[src/clk_sel_pkg.sv]
// package for the clock source select and start-up delay block
// assumes a 100 MHz sys_clk; fuse values arrive as plain inputs
package clk_sel_pkg;
	// ==========================================================
	// clock source codes
	localparam logic [3:0] SRC_EXT = 4'h0;
	localparam logic [3:0] SRC_RC = 4'h2;
	localparam logic [3:0] SRC_LP = 4'h3;

	// ==========================================================
	// start-up select codes
	localparam logic [1:0] SUT_SHORT = 2'h0;
	localparam logic [1:0] SUT_FAST = 2'h1;
	localparam logic [1:0] SUT_SLOW = 2'h2;

	// ==========================================================
	// register map
	localparam logic [1:0] ADDR_TRIM = 2'h0;
	localparam logic [1:0] ADDR_STATUS = 2'h1;
	localparam int TRIM_RANGE_BIT = 7;
	localparam logic [7:0] TRIM_RESET = 8'h80;

	// ==========================================================
	// timing: cycles of selected clock, then millisecond waits
	localparam int CLK_HZ = 100000000;
	localparam logic [4:0] WAKE_CK = 5'h06;
	localparam logic [4:0] RESET_CK = 5'h0e;
	localparam int MS_4P1_US = 4100;
	localparam int MS_4_US = 4000;
	localparam int MS_65_US = 65000;
	localparam int MS_64_US = 64000;
	localparam int MS_4P1_CYC = MS_4P1_US * (CLK_HZ / 1000000);
	localparam int MS_4_CYC = MS_4_US * (CLK_HZ / 1000000);
	localparam int MS_65_CYC = MS_65_US * (CLK_HZ / 1000000);
	localparam int MS_64_CYC = MS_64_US * (CLK_HZ / 1000000);

	// ==========================================================
	// types
	typedef struct packed {
		logic [3:0] clock_source_select;
		logic [1:0] startup_time_select;
		logic divide_by_eight_fuse;
		logic reset_pin_disable_fuse;
	} fuse_t;

	typedef struct packed {
		logic [1:0] addr;
		logic [7:0] wdata;
		logic wr;
		logic rd;
	} reg_req_t;
endpackage

[src/clock_source_startup_select.sv]
// clock source select, start-up delay and rc trim register
// assumes fuses are stable, source ticks come pre-synchronised as one-cycle enables
//
// Local design decisions: the placing of the registers and the strobed register port.
`timescale 1ns/1ps
`default_nettype none

// Behaviour
// - fuse code 0010 selects the calibrated internal rc oscillator
// - every reset loads the factory calibration byte into the trim register
// - watchdog and reset timeout stay on the separate watchdog oscillator
// - rc source: wake 6 ck, reset 14 ck plus 0, 4.1 or 65 ms
// - reset pin disable fuse stretches the short reset delay by 4.1 ms
// - software reads and writes the trim register; writes act at once
// - trim bit 7 picks low or high overlapping range
// - seven fine bits tune monotonically from 0x00 to 0x7f
// - fuse code 0011 selects the 128 kHz low power oscillator
// - 128 kHz source: wake 6 ck, reset 14 ck plus 0, 4 or 64 ms
// - fuse code 0000 selects the external clock input
// - external source: wake 6 ck, reset 14 ck plus 0, 4.1 or 65 ms
// - divide by eight fuse divides the selected clock by eight
module clock_source_startup_select
	import clk_sel_pkg::*;
(
	// clock, reset, enable
	input wire logic sys_clk,
	input wire logic rst,
	input wire logic clk_en,
	// fuses and calibration
	input wire clk_sel_pkg::fuse_t fuses,
	input wire logic [7:0] factory_cal,
	// source ticks and watchdog tick
	input wire logic rc_tick,
	input wire logic lp_tick,
	input wire logic ext_tick,
	input wire logic wdt_tick,
	// power-down or power-save wake request
	input wire logic wake_req,
	// register port
	input wire clk_sel_pkg::reg_req_t reg_req,
	output logic [7:0] rd_data,
	// clock outputs
	output logic core_tick,
	output logic clock_ready,
	output logic [7:0] rc_trim,
	output logic bad_select
);
	import clk_sel_pkg::*;

	// ==========================================================
	// state
	typedef enum logic [1:0] {
		ST_COUNT = 2'b00,
		ST_MS = 2'b01,
		ST_RUN = 2'b10
	} state_t;

	state_t state_r;
	state_t state_nxt;
	logic [7:0] trim_r;
	logic [7:0] rd_data_r;
	logic [4:0] ck_cnt_r;
	logic [4:0] ck_cnt_nxt;
	logic [22:0] ms_cnt_r;
	logic [22:0] ms_cnt_nxt;
	logic [2:0] div_r;
	logic core_tick_r;
	logic ready_r;
	logic bad_r;
	logic cal_pend_r;
	logic wake_r;

	// ==========================================================
	// source selection
	wire sel_rc = fuses.clock_source_select == SRC_RC;
	wire sel_lp = fuses.clock_source_select == SRC_LP;
	wire sel_ext = fuses.clock_source_select == SRC_EXT;
	wire sel_ok = sel_rc | sel_lp | sel_ext;
	wire src_tick = (sel_rc & rc_tick) | (sel_lp & lp_tick) | (sel_ext & ext_tick);
	wire sut_bad = fuses.startup_time_select == 2'h3;

	// millisecond part of the reset delay, timed by watchdog ticks
	// so it stays correct whatever source is chosen
	logic [22:0] ms_target;
	always_comb
	begin
		unique case (fuses.startup_time_select)
			SUT_SHORT: ms_target = fuses.reset_pin_disable_fuse ?
				23'(MS_4P1_CYC) : 23'h0;
			SUT_FAST: ms_target = sel_lp ? 23'(MS_4_CYC) : 23'(MS_4P1_CYC);
			SUT_SLOW: ms_target = sel_lp ? 23'(MS_64_CYC) : 23'(MS_65_CYC);
			default: ms_target = 23'h0;
		endcase
	end

	// ==========================================================
	// start-up sequencer; sys_clk stands in for the watchdog oscillator
	// count, a wdt_tick low means that time simply stalls
	wire ck_done = ck_cnt_r == 5'h01 && src_tick;
	// a wake from power-down or power-save never adds the millisecond part
	wire [22:0] ms_load = wake_r ? 23'h0 : ms_target;
	always_comb
	begin
		state_nxt = state_r;
		ck_cnt_nxt = ck_cnt_r;
		ms_cnt_nxt = ms_cnt_r;
		unique case (state_r)
			ST_COUNT:
			begin
				if (src_tick)
					ck_cnt_nxt = ck_cnt_r - 5'h01;
				if (ck_done)
					state_nxt = (ms_load == 23'h0) ? ST_RUN : ST_MS;
			end
			ST_MS:
			begin
				if (wdt_tick)
					ms_cnt_nxt = ms_cnt_r - 23'h1;
				if (ms_cnt_r == 23'h1 && wdt_tick)
					state_nxt = ST_RUN;
			end
			ST_RUN:
			begin
				if (wake_req)
				begin
					state_nxt = ST_COUNT;
					ck_cnt_nxt = WAKE_CK;
					ms_cnt_nxt = 23'h0;
				end
			end
			default: state_nxt = ST_COUNT;
		endcase
	end

	// ==========================================================
	// register decode
	wire wr_trim = reg_req.wr && reg_req.addr == ADDR_TRIM;
	wire [7:0] rd_mux = (reg_req.addr == ADDR_TRIM) ? trim_r :
		(reg_req.addr == ADDR_STATUS) ? {6'h0, bad_r, ready_r} : 8'h00;

	// core clock gated until ready, optional divide by eight
	wire div_wrap = div_r == 3'h7;
	wire tick_pass = ready_r && src_tick &&
		(!fuses.divide_by_eight_fuse || div_wrap);

	// sequencer registers; reset starts the 14 ck plus ms delay
	always_ff @(posedge sys_clk)
	begin
		if (rst)
		begin
			state_r <= ST_COUNT;
			ck_cnt_r <= RESET_CK;
			ms_cnt_r <= 23'h0;
			wake_r <= 1'b0;
		end
		else if (clk_en)
		begin
			state_r <= state_nxt;
			ck_cnt_r <= ck_cnt_nxt;
			ms_cnt_r <= (state_r == ST_COUNT && state_nxt == ST_MS) ? ms_load : ms_cnt_nxt;
			wake_r <= wake_r | (state_r == ST_RUN && wake_req);
		end
	end

	// trim register: calibration copied in on every reset
	always_ff @(posedge sys_clk)
	begin
		if (rst)
		begin
			trim_r <= TRIM_RESET;
			cal_pend_r <= 1'b1;
		end
		else if (clk_en)
		begin
			cal_pend_r <= 1'b0;
			if (cal_pend_r)
				trim_r <= factory_cal;
			else if (wr_trim)
				trim_r <= reg_req.wdata;
		end
	end

	// outputs and read data, all registered
	always_ff @(posedge sys_clk)
	begin
		if (rst)
		begin
			div_r <= 3'h0;
			core_tick_r <= 1'b0;
			ready_r <= 1'b0;
			bad_r <= 1'b0;
			rd_data_r <= 8'h00;
		end
		else if (clk_en)
		begin
			if (ready_r && src_tick)
				div_r <= div_r + 3'h1;
			core_tick_r <= tick_pass;
			ready_r <= state_nxt == ST_RUN;
			bad_r <= !sel_ok || sut_bad;
			rd_data_r <= reg_req.rd ? rd_mux : 8'h00;
		end
	end

	assign rd_data = rd_data_r;
	assign core_tick = core_tick_r;
	assign clock_ready = ready_r;
	assign rc_trim = trim_r; // drives oscillator directly
	assign bad_select = bad_r;
endmodule // clock_source_startup_select

`default_nettype wire

[config.mk]
export PLATFORM = sky130hd
export DESIGN_NAME = clock_source_startup_select
export DESIGN_NICKNAME = d
export VERILOG_FILES = /design/src/clk_sel_pkg.sv /design/src/clock_source_startup_select.sv
export SDC_FILE = /design/constraint.sdc
export NUM_CORES = 1
export LEC_CHECK = 0
export BUFFER_PORTS_ARGS = -buffer_cell sky130_fd_sc_hd__buf_4
export CAP_MARGIN = 20
export CORE_MARGIN = 10
export CORE_UTILIZATION = 30
export DETAILED_ROUTE_END_ITERATION = 6
export GPL_TIMING_DRIVEN = 0
export PLACE_DENSITY = 0.52
export SLEW_MARGIN = 20
export SYNTH_ARGS = -nofsm -noshare
export SYNTH_HDL_FRONTEND = slang
export SYNTH_SLANG_ARGS = --single-unit
[constraint.sdc]
create_clock -name sys_clk -period 5.4 [get_ports sys_clk]
set_input_delay 0.27 -clock sys_clk [delete_from_list [all_inputs] [get_ports sys_clk]]
set_output_delay 0.27 -clock sys_clk [all_outputs]
set_load 0.01 [all_outputs]
# After elaboration in Yosys (flattened, before gate mapping)
# Index checks and enable logic that the tools add are counted.
# Widths: inputs -> output; s select.
# totals
register_bits	54
word_cells	84
in_bits	36
# classes
reduce_logical	23
n_addsub	3
bitwise_logic	8
n_eq_ne	17
muxes	22
# ops
cell	n
$mux 23	4
$pmux 23 s3	1
$pmux 23 s2	1
$mux 8	4
$eq 23x1->1 const B	1
$logic_not 23->1	1
$sub 23x1->23 const B	1
$mux 19	1
$mux 18	1
$mux 15	1
$mux 2	5
$mux 5	2
$pmux 5 s2	1
$eq 2x1->1 const B	4
$eq 2x2->1 const B	4
$eq 4x2->1 const B	2
$reduce_and 4->1	2
$logic_and 1x1->1	7
$logic_not 2->1	3
$ne 3x3->1 const B	2
$pmux 2 s3	1
$eq 5x1->1 const B	1
$or 1x1->1	5
$sub 5x1->5 const B	1
other kinds (10)	17

# Longest topological paths before layout
# Gate-level depths: netlist (run 1).
# depth
ltp_word	12
mapped_depth	9
depth_no_buf	7

# Worst setup path after synthesis (run 1)
# No wires, ideal clock.
# synth_path
path_kind	flip-flop to flip-flop
from	reg ms_cnt_r[2]
to	reg ms_cnt_r[15]
path_slack_ns	3.071
setup_time_ns	0.074
synth_period_minus_slack_ns	2.329
path_buffers	1
stages_incl_launch_ff	7
t_arrival_ns	2.254
required_ns	5.326
cell_sequence	dfxtp_1 -> or4_1 -> buf_2 -> or3_4 -> or4_4 -> mux2_2 -> a31oi_1
# synth_via
elab_chain_cells	8
# synth_rtl
item	line	rtl
start, declared	clock_source_startup_select.sv:64	logic [22:0] ms_cnt_r;
start signal, assigned	clock_source_startup_select.sv:160	ms_cnt_r <= (state_r == ST_COUNT && state_nxt == ST_MS) ? ms_load : ms_cnt_nxt;
$eq 23x1->1	clock_source_startup_select.sv:119	if (ms_cnt_r == 23'h1 && wdt_tick)
$logic_and 1x1->1	clock_source_startup_select.sv:119	
$mux 2	clock_source_startup_select.sv:119	
$pmux 2 s3	clock_source_startup_select.sv:107	unique case (state_r)
$eq 2x1->1	clock_source_startup_select.sv:160	
$logic_and 1x1->1	clock_source_startup_select.sv:160	
$ne 3x3->1 (no line) or $reduce_bool 3->1 (tied branches)	n/a	
$reduce_and 4->1 (no line)	n/a	
# Parallel ways exist; a longest one is shown, timed or not. The select of a mux whose other input is x is not followed.
# A chain may end at the register's enable or synchronous reset.

# Worst setup path after layout (run 1)
# layout_path
from	reg state_r[0]
to	reg ms_cnt_r[18]
# layout_via
elab_chain_cells	6
# layout_rtl
item	line	rtl
start, declared	clock_source_startup_select.sv:58	state_t state_r;
start signal, assigned	clock_source_startup_select.sv:158	state_r <= state_nxt;
$eq 2x2->1, or another cell as far along	clock_source_startup_select.sv:107	
$pmux 2 s3	clock_source_startup_select.sv:107	
$eq 2x1->1	clock_source_startup_select.sv:160	
$logic_and 1x1->1	clock_source_startup_select.sv:160	
$ne 3x3->1 (no line) or $reduce_bool 3->1 (tied branches)	n/a	
$reduce_and 4->1 (no line)	n/a	
# Parallel ways exist; a longest one is shown, timed or not.

==> impl_metrics.py, run 1 <==
metrics = {
    "synth": {
        "yosysWarnings": 0,
        "synth_edf_count": 0,
        "synth_cells": 358,
        "synth_area_per_cell_um2": 8.41,
        "yosys_most_used_dff": "dfxtp_1",
        "synth.ff_latch_count": 54,
        "async_flop_share_pct": 0,
        "synth_seq_area_share_pct": 35.9,
        "netlist_area_um2": 3010,
        "syn_nets": 400,
        "yosysUniqueCellTypes": 55,
    },
    "finish": {
        "final_common_cell": "dfxtp_1",
        "fin_nets": 461,
        "antenna_cells": 0,
        "areaGrowthSynthToFinish_pct": 22.2,
        "drive_above_1_share_pct": 17.6,
        "fin_cells": 553,
        "seq_area_um2": 1080,
        "multiInputGateArea_um2": 1790,
        "fill_cells": 1017,
        "mostFrequentLayoutCells": "dfxtp_1, buf_4, nor2_1",
    },
    "timing": {
        "max_freq_mhz": 368,
        "setup_viol_count_final": 0,
        "hold_violations": 0,
        "slew_headroom_pct": 24.9,
        "timing.setup.tns_ps": 0,
        "fin_crit_ps": 2720,
        "period_share_pct": 50.3,
        "rsz0062_at_grt": "no",
        "slew_violations": 0,
        "tightest_slew_ps": 1120,
        "skew_ps": 11.0,
    },
    "clock_tree": {
        "cts_max_level": 2,
        "tritoncts": "done",
        "insertion_delay_ps": 320,
        "clk_pin_slew_ps": 110,
        "cts_buffer_depth": 2,
        "numCtsBuffers": 5,
        "cts_post_setup_buffers_inserted": 0,
        "holdBufCountCts": 0,
        "cts_resized": 0,
        "clock-sinks": 54,
        "root_buffer": "clkbuf_8",
    },
    "drt": {
        "totalWireLength_um": 9610,
        "wire_per_inst_um": 17.4,
        "vias_per_cell": 5.46,
        "ant_nets": 0,
        "drt_iter0_drc": 213,
        "vias": 3018,
        "drcViolationCount": 0,
        "drt_pass1_iterations": 4,
    },
    "worst_setup_path": {
        "worst-setup-path-type": "flip-flop to flip-flop",
        "path_cells": "clkbuf_1, nand2b_1, o221ai_1, clkbuf_1, clkbuf_1, o32ai_1, a211oi_1",
        "cpPeakStageDelay_ps": 500,
        "cp_max_fo": 10,
        "start_kind": "flip-flop",
        "cp-end-kind": "flip-flop",
        "critPathArrivalTime_ps": 2950,
        "required_ps": 5630,
        "path_common_cell": "clkbuf_1",
        "slowest_stage": "clkbuf_1",
    },
    "floorplan": {
        "fp.coreArea_um2": 9770,
        "die_h_um": 120,
        "ios": 55,
        "start_util_pct": 30.8,
        "die_x_um": 120,
        "rows": 36,
        "die_area_um2": 14400,
    },
    "place": {
        "io_buffers": 53,
        "gp_congestion": 0.855,
        "placed_cells": 545,
        "dp_hpwl_um": 7350,
    },
    "power_and_ir_drop": {
        "powerDensity_nw_per_um2": 240,
        "leakage_uw": 0.00141,
        "ir_drop_v": 0.000104,
    },
    "global_routing": {
        "antenna_found_initial": 0,
        "grt_pass1_wl_um": 15300,
        "grt_max_degree": 19,
        "grt_overflow": 0,
        "grt_use_total_pct": 12.9,
        "grt_pass1_vias": 2882,
    },
    "run_status": {
        "outcome": "complete, no violations",
    },
    "worst_hold_path": {
        "hold_path_class": "primary input to flip-flop",
    },
    "run": {
        "maxCapViolations": 0,
    },
}
[layer usage]
metal	up-vias	wire [µm]	global-route usage (%)	part of all wire, %
met4	0	167	4.37	1.7
met2	73	4770	21.7	50
met3	11	350	2.02	3.6
met5	-	0	0	0
met1	1447	4310	16.2	45
li1	1487	-	-	-
[final timing paths]
| path | from | to | slack (ps) | cells after the start |
|---|---|---|---|---|
| worst max-delay path | state_r[0] | ms_cnt_r[18] | 2680 | 7 |
| worst min-delay path | fuses[4] | bad_select | 250 | 3 |
| worst max register to register | state_r[0] | ms_cnt_r[18] | 2680 | 7 |
| worst min register to register | rd_data[0] | rd_data[0] | 470 | 2 |
[worst max-delay path: cells and delay by family, from the launching register on]
family          cells  cell delay, ps
buf+inv             3            1290
flops               1             340
compound gates      3             820
simple gates        1             170
[cells in the mapped netlist, types with 3 or more instances]
master     n  share of area [%]
a21oi_1   19                3.2
mux2_2     4                1.5
nor3_1    17                2.8
or3_1     12                2.5
and3_1     3               0.62
nand2b_1   9                1.9
or4_1      8                2.0
o32ai_1   12                3.5
a21o_1     4                1.0
nor3b_1    3               0.75
mux2i_1   11                3.7
a211oi_1  23                5.7
a22oi_1    7                1.7
ha_1       6                2.5
dfxtp_1   54                 36
inv_1     17                2.1
o21ai_0    5               0.83
nand2_1   17                2.1
o31ai_1    5                1.2
o21a_1     3               0.75
nand4_1    6                1.2
nor2_1    32                4.0
a31oi_1    4               0.83
nor4_1     6                1.2
o31a_1     4                1.2
nand3_1    9                1.5
xnor2_1    7                2.0
clkbuf_1  16                2.0
[layout make-up]
class	count	share of cell area, %
multi-input cells	268	48.7
flip-flops and latches	54	29.4
repair buffers	54	11.1
well taps	133	4.52
plain buffers	19	1.97
clock buffers	5	1.87
inverters	17	1.73
clock inverters	3	0.680
[kinds of logic after synthesis]
logic type | after synthesis | synth area share, %
XOR/XNOR | 9 | 2.62
multiplexers | 15 | 5.16
AND/OR/NAND/NOR | 137 | 24.9
flip-flops | 54 | 35.9
adder cells (fa/ha/maj) | 6 | 2.49
buffers and inverters | 36 | 4.53
AO/OA/AOI/OAI | 101 | 24.4
[through the flow]
step	utilization [%]	hold slack [ps]	setup WS [ps]	cell area, µm²	total power, µW
after floorplan	-	441	3070	3010	569
after global placement	36.6	451	2560	3570	641
after detailed placement	36.7	455	2730	3580	643
after CTS	37.6	246	2760	3680	888
after global routing	37.6	261	2520	3680	927
final	37.6	248	2680	3680	883
[report_power, final]
| part | switching [µW] | total, µW | internal, µW | leakage [µW] |
|---|---|---|---|---|
| clock | 152 | 246 | 94.2 | 0.0000447 |
| sequential | 14.5 | 428 | 414 | 0.000439 |
| combinational | 115 | 208 | 93.0 | 0.000922 |
| total | 282 | 883 | 601 | 0.00141 |
[registers in the layout, indices dropped and copies added (netlist names)]
| signal | cells |
|---|---|
| ck_cnt_r | 5 |
| rc_trim | 8 |
| wake_r | 1 |
| bad_select | 1 |
| cal_pend_r | 1 |
| core_tick | 1 |
| clock_ready | 1 |
| rd_data | 8 |
| ms_cnt_r | 23 |
| div_r | 3 |
| state_r | 2 |
(Power assumes the default switching activity.)
==> run 2, diff against run 1 <==
--- a/config.mk
+++ b/config.mk
@@ -5,6 +5,7 @@
 export SDC_FILE = /design/constraint.sdc
 export NUM_CORES = 1
 export LEC_CHECK = 0
+export ABC_AREA = 1
 export BUFFER_PORTS_ARGS = -buffer_cell sky130_fd_sc_hd__buf_4
 export CAP_MARGIN = 20
 export CORE_MARGIN = 10
==> constraint.sdc (replaced) <==
create_clock -name sys_clk -period 2.6 [get_ports sys_clk]
set_input_delay 0.13 -clock sys_clk [delete_from_list [all_inputs] [get_ports sys_clk]]
set_output_delay 0.13 -clock sys_clk [all_outputs]
set_load 0.01 [all_outputs]
==> run 2 against run 1 <==
  * Die area rose by 1.9%
  * First-iteration DRC count down 42%
  * Worst hold slack worse by 180 ps
  * Total power grew 74%
  * Critical path depth rose by 5
  * Area after synthesis grew 2.3%
  * Highest routed layer unchanged
==> impl_metrics.py, run 2 <==
metrics = {
    "drt": {
        "totalWireLength_um": 8920,
        "drt_iter0_drc": 124,
        "vias": 3108,
        "ant_nets": 0,
        "wire_per_inst_um": 13.5,
        "drcViolationCount": 0,
        "vias_per_cell": 4.70,
        "drt_pass1_iterations": 5,
    },
    "power_and_ir_drop": {
        "power_uw": 1540,
        "leakage_uw": 0.00182,
        "powerDensity_nw_per_um2": 411,
        "ir_drop_v": 0.000218,
    },
    "place": {
        "gp_congestion": 0.887,
        "place_ws_ps": 821,
        "dp_hpwl_um": 7160,
        "io_buffers": 54,
    },
    "clock_tree": {
        "numCtsBuffers": 5,
        "cts_resized": 0,
        "insertion_delay_ps": 320,
        "clock-sinks": 54,
        "tritoncts": "done",
        "cts_post_setup_buffers_inserted": 0,
        "holdBufCountCts": 0,
        "cts_buffer_depth": 2,
        "clk_pin_slew_ps": 100,
        "cts_max_level": 2,
        "root_buffer": "clkbuf_8",
    },
    "finish": {
        "areaGrowthSynthToFinish_pct": 21.8,
        "drive_above_1_share_pct": 15.3,
        "final_common_cell": "nand2_1",
        "fin_nets": 569,
        "largest_reg_flops": 23,
        "mostFrequentLayoutCells": "nand2_1, nor2_1, dfxtp_1, buf_4, inv_1",
        "regMostFlops": "ms_cnt_r",
        "antenna_cells": 0,
        "finish.utilization_pct": 38.0,
    },
    "floorplan": {
        "rows": 36,
        "ios": 55,
        "die_h_um": 121,
        "die_x_um": 121,
        "die_area_um2": 14700,
        "fp.coreArea_um2": 9860,
        "start_util_pct": 31.2,
    },
    "worst_setup_path": {
        "worstReg2RegEnd": "ms_cnt_r[15]",
        "path_cells": "inv_1, ha_1, nand3_2, nor2_2, nand3_4, nand2_4, nand2_4, nand2_4, inv_2, buf_6, nor2_1, nor2_1",
        "path_common_cell": "nand2_4",
        "rrSetupSlack_ps": 820,
        "worst-setup-path-type": "flip-flop to flip-flop",
        "start_kind": "flip-flop",
        "critPathArrivalTime_ps": 2000,
        "cp_max_fo": 10,
        "slowest_stage": "dfxtp_1",
        "cpPeakStageDelay_ps": 330,
        "startpoint": "ck_cnt_r[1]",
        "rr_startpoint": "ck_cnt_r[1]",
        "worstRegToRegCells": 12,
        "cp-end-kind": "flip-flop",
        "required_ps": 2820,
    },
    "global_routing": {
        "grt_pass1_wl_um": 15100,
        "grt_use_total_pct": 12.3,
        "grt_pass1_vias": 3068,
        "grt_overflow": 0,
        "grt_max_degree": 18,
        "antenna_found_initial": 0,
    },
    "synth": {
        "synth.ff_latch_count": 54,
        "yosysTopAreaCellShare_pct": 35.1,
        "synth_commonest_cells": "nand2_1, nor2_1, dfxtp_1, inv_1",
        "yosysMostFrequentCell": "nand2_1",
        "synth_area_per_cell_um2": 6.61,
        "syn_nets": 508,
        "yosys_most_used_dff": "dfxtp_1",
        "synth_edf_count": 0,
        "synth_cells": 466,
        "synth_seq_area_share_pct": 35.1,
        "yosysUniqueCellTypes": 32,
        "netlist_area_um2": 3080,
        "yosysWarnings": 0,
        "synth_area_leaders": "dfxtp_1, nand2_1, nor2_1, nand3_1, o21ai_0",
        "async_flop_share_pct": 0,
        "synth_area_leader_cell": "dfxtp_1",
    },
    "timing": {
        "rsz0062_at_grt": "no",
        "tightest_slew_ps": 591,
        "finalWorstSetupSlack_ps": 820,
        "period_share_pct": 68.5,
        "slew_headroom_pct": 60.4,
        "max_freq_mhz": 562,
        "timing.setup.tns_ps": 0,
        "setup_viol_count_final": 0,
        "fin_crit_ps": 1780,
        "slew_violations": 0,
        "skew_ps": 6.80,
        "hold_violations": 0,
    },
    "worst_hold_path": {
        "holdPathStages": 3,
        "hold_path_class": "primary input to flip-flop",
        "hp-start": "reg_req[2]",
        "min_to": "rc_trim[0]",
    },
    "run": {
        "maxCapViolations": 0,
    },
    "run_status": {
        "outcome": "complete, no violations",
    },
}
==> run 2: changes by cell type after synthesis, moves of 12 or more <==
cell      before  now
nand2_1       17  100
nor2_1        32   93
o21ai_0        5   35
nand3_1        9   35
a211oi_1      23    0
inv_1         17   36
nor3_1        17    3
o32ai_1       12    0
or3_1         12    0
==> run 2: final cells by class <==
type                            count  area (µm²)
Timing Repair Buffer               54         405
Tap cell                          133         166
Sequential cell                    54        1080
Inverter                           42         158
Multi-Input combinational cell    358        1770
Clock inverter                      2        17.5
Buffer                             12        71.3
Fill cell                        1061        6110
Clock buffer                        6        82.6
==> run 2: how the worst max path moves through the flow <==
stage / end / cells past startpoint
6_report: ms_cnt_r[15] / 12
2_1_floorplan: ms_cnt_r[12] / 12
5_1_grt: ms_cnt_r[15] / 11
3_3_place_gp: ms_cnt_r[4] / 12
4_1_cts: ms_cnt_r[15] / 12
3_5_place_dp: ms_cnt_r[15] / 12
==> run 2: layer usage <==
metal	global-route usage, %	up-vias	share of wire (%)
li1	-	1643	-
met1	15.7	1385	49
met2	19.8	73	45
met3	3.77	7	5.3
met4	3.20	0	0.91
met5	0	-	0
==> run 2: cells by family after synthesis <==
family / after synthesis / share of synthesized area (%)
AOI/OAI and AO/OA: 81 / 14.2
xor gates and xnor gates: 18 / 5.12
adders and majority gates: 6 / 2.44
buffers and inverters: 54 / 7.44
DFF: 54 / 35.1
and+or+nand+nor: 253 / 35.7
==> run 2: stage by stage <==
step           hold slack (ps)  cells  cell area [µm²]
5_1_grt                   66.9    661             3750
3_5_place_dp               414    653             3650
6_report                  68.3    661             3750
3_3_place_gp               411    653             3650
2_1_floorplan              245    466             3080
4_1_cts                   59.0    661             3750
==> run 2: where the power goes <==
group / switching (µW) / internal [µW] / total, µW
clock network: 302 / 220 / 522
logic: 88.1 / 74.5 / 163
registers: 12.5 / 843 / 856
==> run 2: worst max-delay path, delay by kind of cell (launching register included) <==
family                     cells  cell delay (ps)
and+or+nand+nor                8              860
DFF                            1              330
buffers and inverters          3              320
adders and majority gates      1              170
==> run 3, diff against run 2 <==
--- a/config.mk
+++ b/config.mk
@@ -5,7 +5,7 @@
 export SDC_FILE = /design/constraint.sdc
 export NUM_CORES = 1
 export LEC_CHECK = 0
-export ABC_AREA = 1
+export ABC_AREA = 0
 export BUFFER_PORTS_ARGS = -buffer_cell sky130_fd_sc_hd__buf_4
 export CAP_MARGIN = 20
 export CORE_MARGIN = 10
==> constraint.sdc (replaced) <==
create_clock -name sys_clk -period 1.7 [get_ports sys_clk]
set_input_delay 0.085 -clock sys_clk [delete_from_list [all_inputs] [get_ports sys_clk]]
set_output_delay 0.085 -clock sys_clk [all_outputs]
set_load 0.01 [all_outputs]
==> run 3 against run 2 <==
  * The flow now finishes with violations (negative setup slack)
  * First-iteration DRC count is 98% higher
  * Sequential cell count stayed put
  * Worst hold slack better by 22 ps
  * Cell area is 17% higher
  * Clock power is 43% higher
  * Core utilization is 6.7 points higher
  * Largest cell class unchanged
==> impl_metrics.py, run 3 (same netlist as run 1, synthesis figures left out) <==
metrics = {
    "run_status": {
        "outcome": "finished with violations",
        "violations": "negative setup slack",
    },
    "drt": {
        "drcViolationCount": 0,
        "vias_per_cell": 5.48,
        "vias": 3143,
        "drt_iter0_drc": 245,
        "ant_nets": 0,
        "totalWireLength_um": 10400,
        "drt_pass1_iterations": 4,
        "wire_per_inst_um": 18.2,
    },
    "timing": {
        "worst_hold_slack_ps": 90.3,
        "slew_headroom_pct": 48.3,
        "fin_crit_ps": 2310,
        "finalWorstSetupSlack_ps": -615,
        "setup_viol_count_final": 26,
        "period_share_pct": 136,
        "hold_violations": 0,
        "slew_violations": 0,
        "tightest_slew_ps": 774,
        "rsz0062_at_grt": "yes",
        "skew_ps": 8.20,
        "max_freq_mhz": 432,
    },
    "clock_tree": {
        "insertion_delay_ps": 310,
        "root_buffer": "clkbuf_8",
        "clk_pin_slew_ps": 100,
        "cts_buffer_depth": 2,
        "clock-sinks": 54,
        "cts_max_level": 2,
        "numCtsBuffers": 5,
        "tritoncts": "done",
        "holdBufCountCts": 0,
    },
    "worst_hold_path": {
        "holdPathStages": 4,
        "hold_path_class": "primary input to flip-flop",
    },
    "finish": {
        "fill_cells": 953,
        "antenna_cells": 0,
        "fin_nets": 482,
        "regMostFlops": "ms_cnt_r",
        "final_common_cell": "buf_4",
        "areaGrowthSynthToFinish_pct": 45.2,
        "drive_above_1_share_pct": 39.0,
        "largest_reg_flops": 23,
        "mostFrequentLayoutCells": "buf_4, dfxtp_1, nor2_1",
        "stdcell_area_um2": 4370,
    },
    "worst_setup_path": {
        "worst-setup-path-type": "flip-flop to flip-flop",
        "cp-end-kind": "flip-flop",
        "worstRegToRegCells": 5,
        "cp_max_fo": 5,
        "required_ps": 1940,
        "critPathArrivalTime_ps": 2550,
        "start_kind": "flip-flop",
    },
    "global_routing": {
        "grt_pass1_wl_um": 16200,
        "grt_max_degree": 18,
        "antenna_found_initial": 0,
        "grt_use_total_pct": 13.6,
        "grt_overflow": 0,
        "grt_pass1_vias": 3032,
    },
    "floorplan": {
        "ios": 55,
        "start_util_pct": 30.8,
        "fp.coreArea_um2": 9770,
        "die_area_um2": 14400,
        "die_h_um": 120,
        "die_x_um": 120,
        "rows": 36,
    },
    "place": {
        "io_buffers": 53,
        "placed_cell_area_um2": 3680,
        "gp_congestion": 0.919,
        "place_ws_ps": -783,
        "dp_hpwl_um": 7350,
    },
    "power_and_ir_drop": {
        "ir_drop_v": 0.000379,
        "power_uw": 2980,
        "powerDensity_nw_per_um2": 683,
        "leakage_uw": 0.00166,
    },
    "run": {
        "maxCapViolations": 0,
    },
}
==> run 3: changes by cell type in the layout (fill, tap and decap cells not counted), moves of 9 or more <==
cell	before	now
a21oi_1	24	13
dfxtp_1	54	45
a211oi_1	0	12
buf_4	54	69
inv_1	36	16
o21ai_0	35	3
nand2_1	100	14
a211oi_2	0	11
o32ai_1	0	10
nor3_1	3	12
nand3_1	35	8
nor2_1	93	28
mux2i_1	0	11
==> run 3: final cells by class <==
cell class                 instances  area, µm²  area share (%)
inverter                          17       63.8            1.46
clock buffer                       6       72.6            1.66
clock inverter                     2       13.8           0.315
timing repair buffer              77        618            14.1
tap                              133        166            3.81
buffer                            17        145            3.32
sequential                        54       1110            25.3
multi-input combinational        268       2180            50.0
==> run 3: what timing repair did <==
| action | in CTS | in global routing |
|---|---|---|
| endpoints found under the setup margin | 38 | 32 |
| hold endpoints to repair | 0 | 0 |
| gates cloned | 2 | 0 |
| pin swaps | 14 | 29 |
| gates resized for setup | 48 | 53 |
| setup buffers | 12 | 10 |
==> run 3: metrics by stage <==
stage	cells	setup TNS [ps]	util, %
floorplan	358	-3540	-
global placement	544	-17070	37.7
detailed placement	544	-16940	37.7
CTS	565	-7390	41.9
global route	574	-9380	44.7
finish	574	-6910	44.7
==> run 3: worst paths after layout <==
kind | from | end | slack, ps
worst max-delay path | ms_cnt_r[0] | ms_cnt_r[15] | -610
worst min-delay path | reg_req[11] | rd_data[1] | 90
worst max register to register | ms_cnt_r[0] | ms_cnt_r[15] | -610
worst min register to register | rd_data[0] | rd_data[0] | 480
==> run 3: report_power, final <==
part / total (µW) / switching [µW] / internal (µW) / leakage, µW
Combinational: 868 / 443 / 425 / 0.00117
Sequential: 1370 / 58.2 / 1310 / 0.000444
Clock: 749 / 453 / 296 / 0.0000456
==> run 3: worst max-delay path, cell delays in order, from the launching register on <==
cell     delay (ps)
dfxtp_4         370
or4_4           560
or3_4           400
or4_4           510
mux2_4          280
a31oi_1         120
==> run 3: metal layers <==
layer	global-route usage (%)	vias up	share of wire, %
li1	-	1534	-
met5	0	-	0
met1	17.6	1515	45
met4	4.00	0	1.9
met2	22.9	77	49
met3	2.06	17	4.2
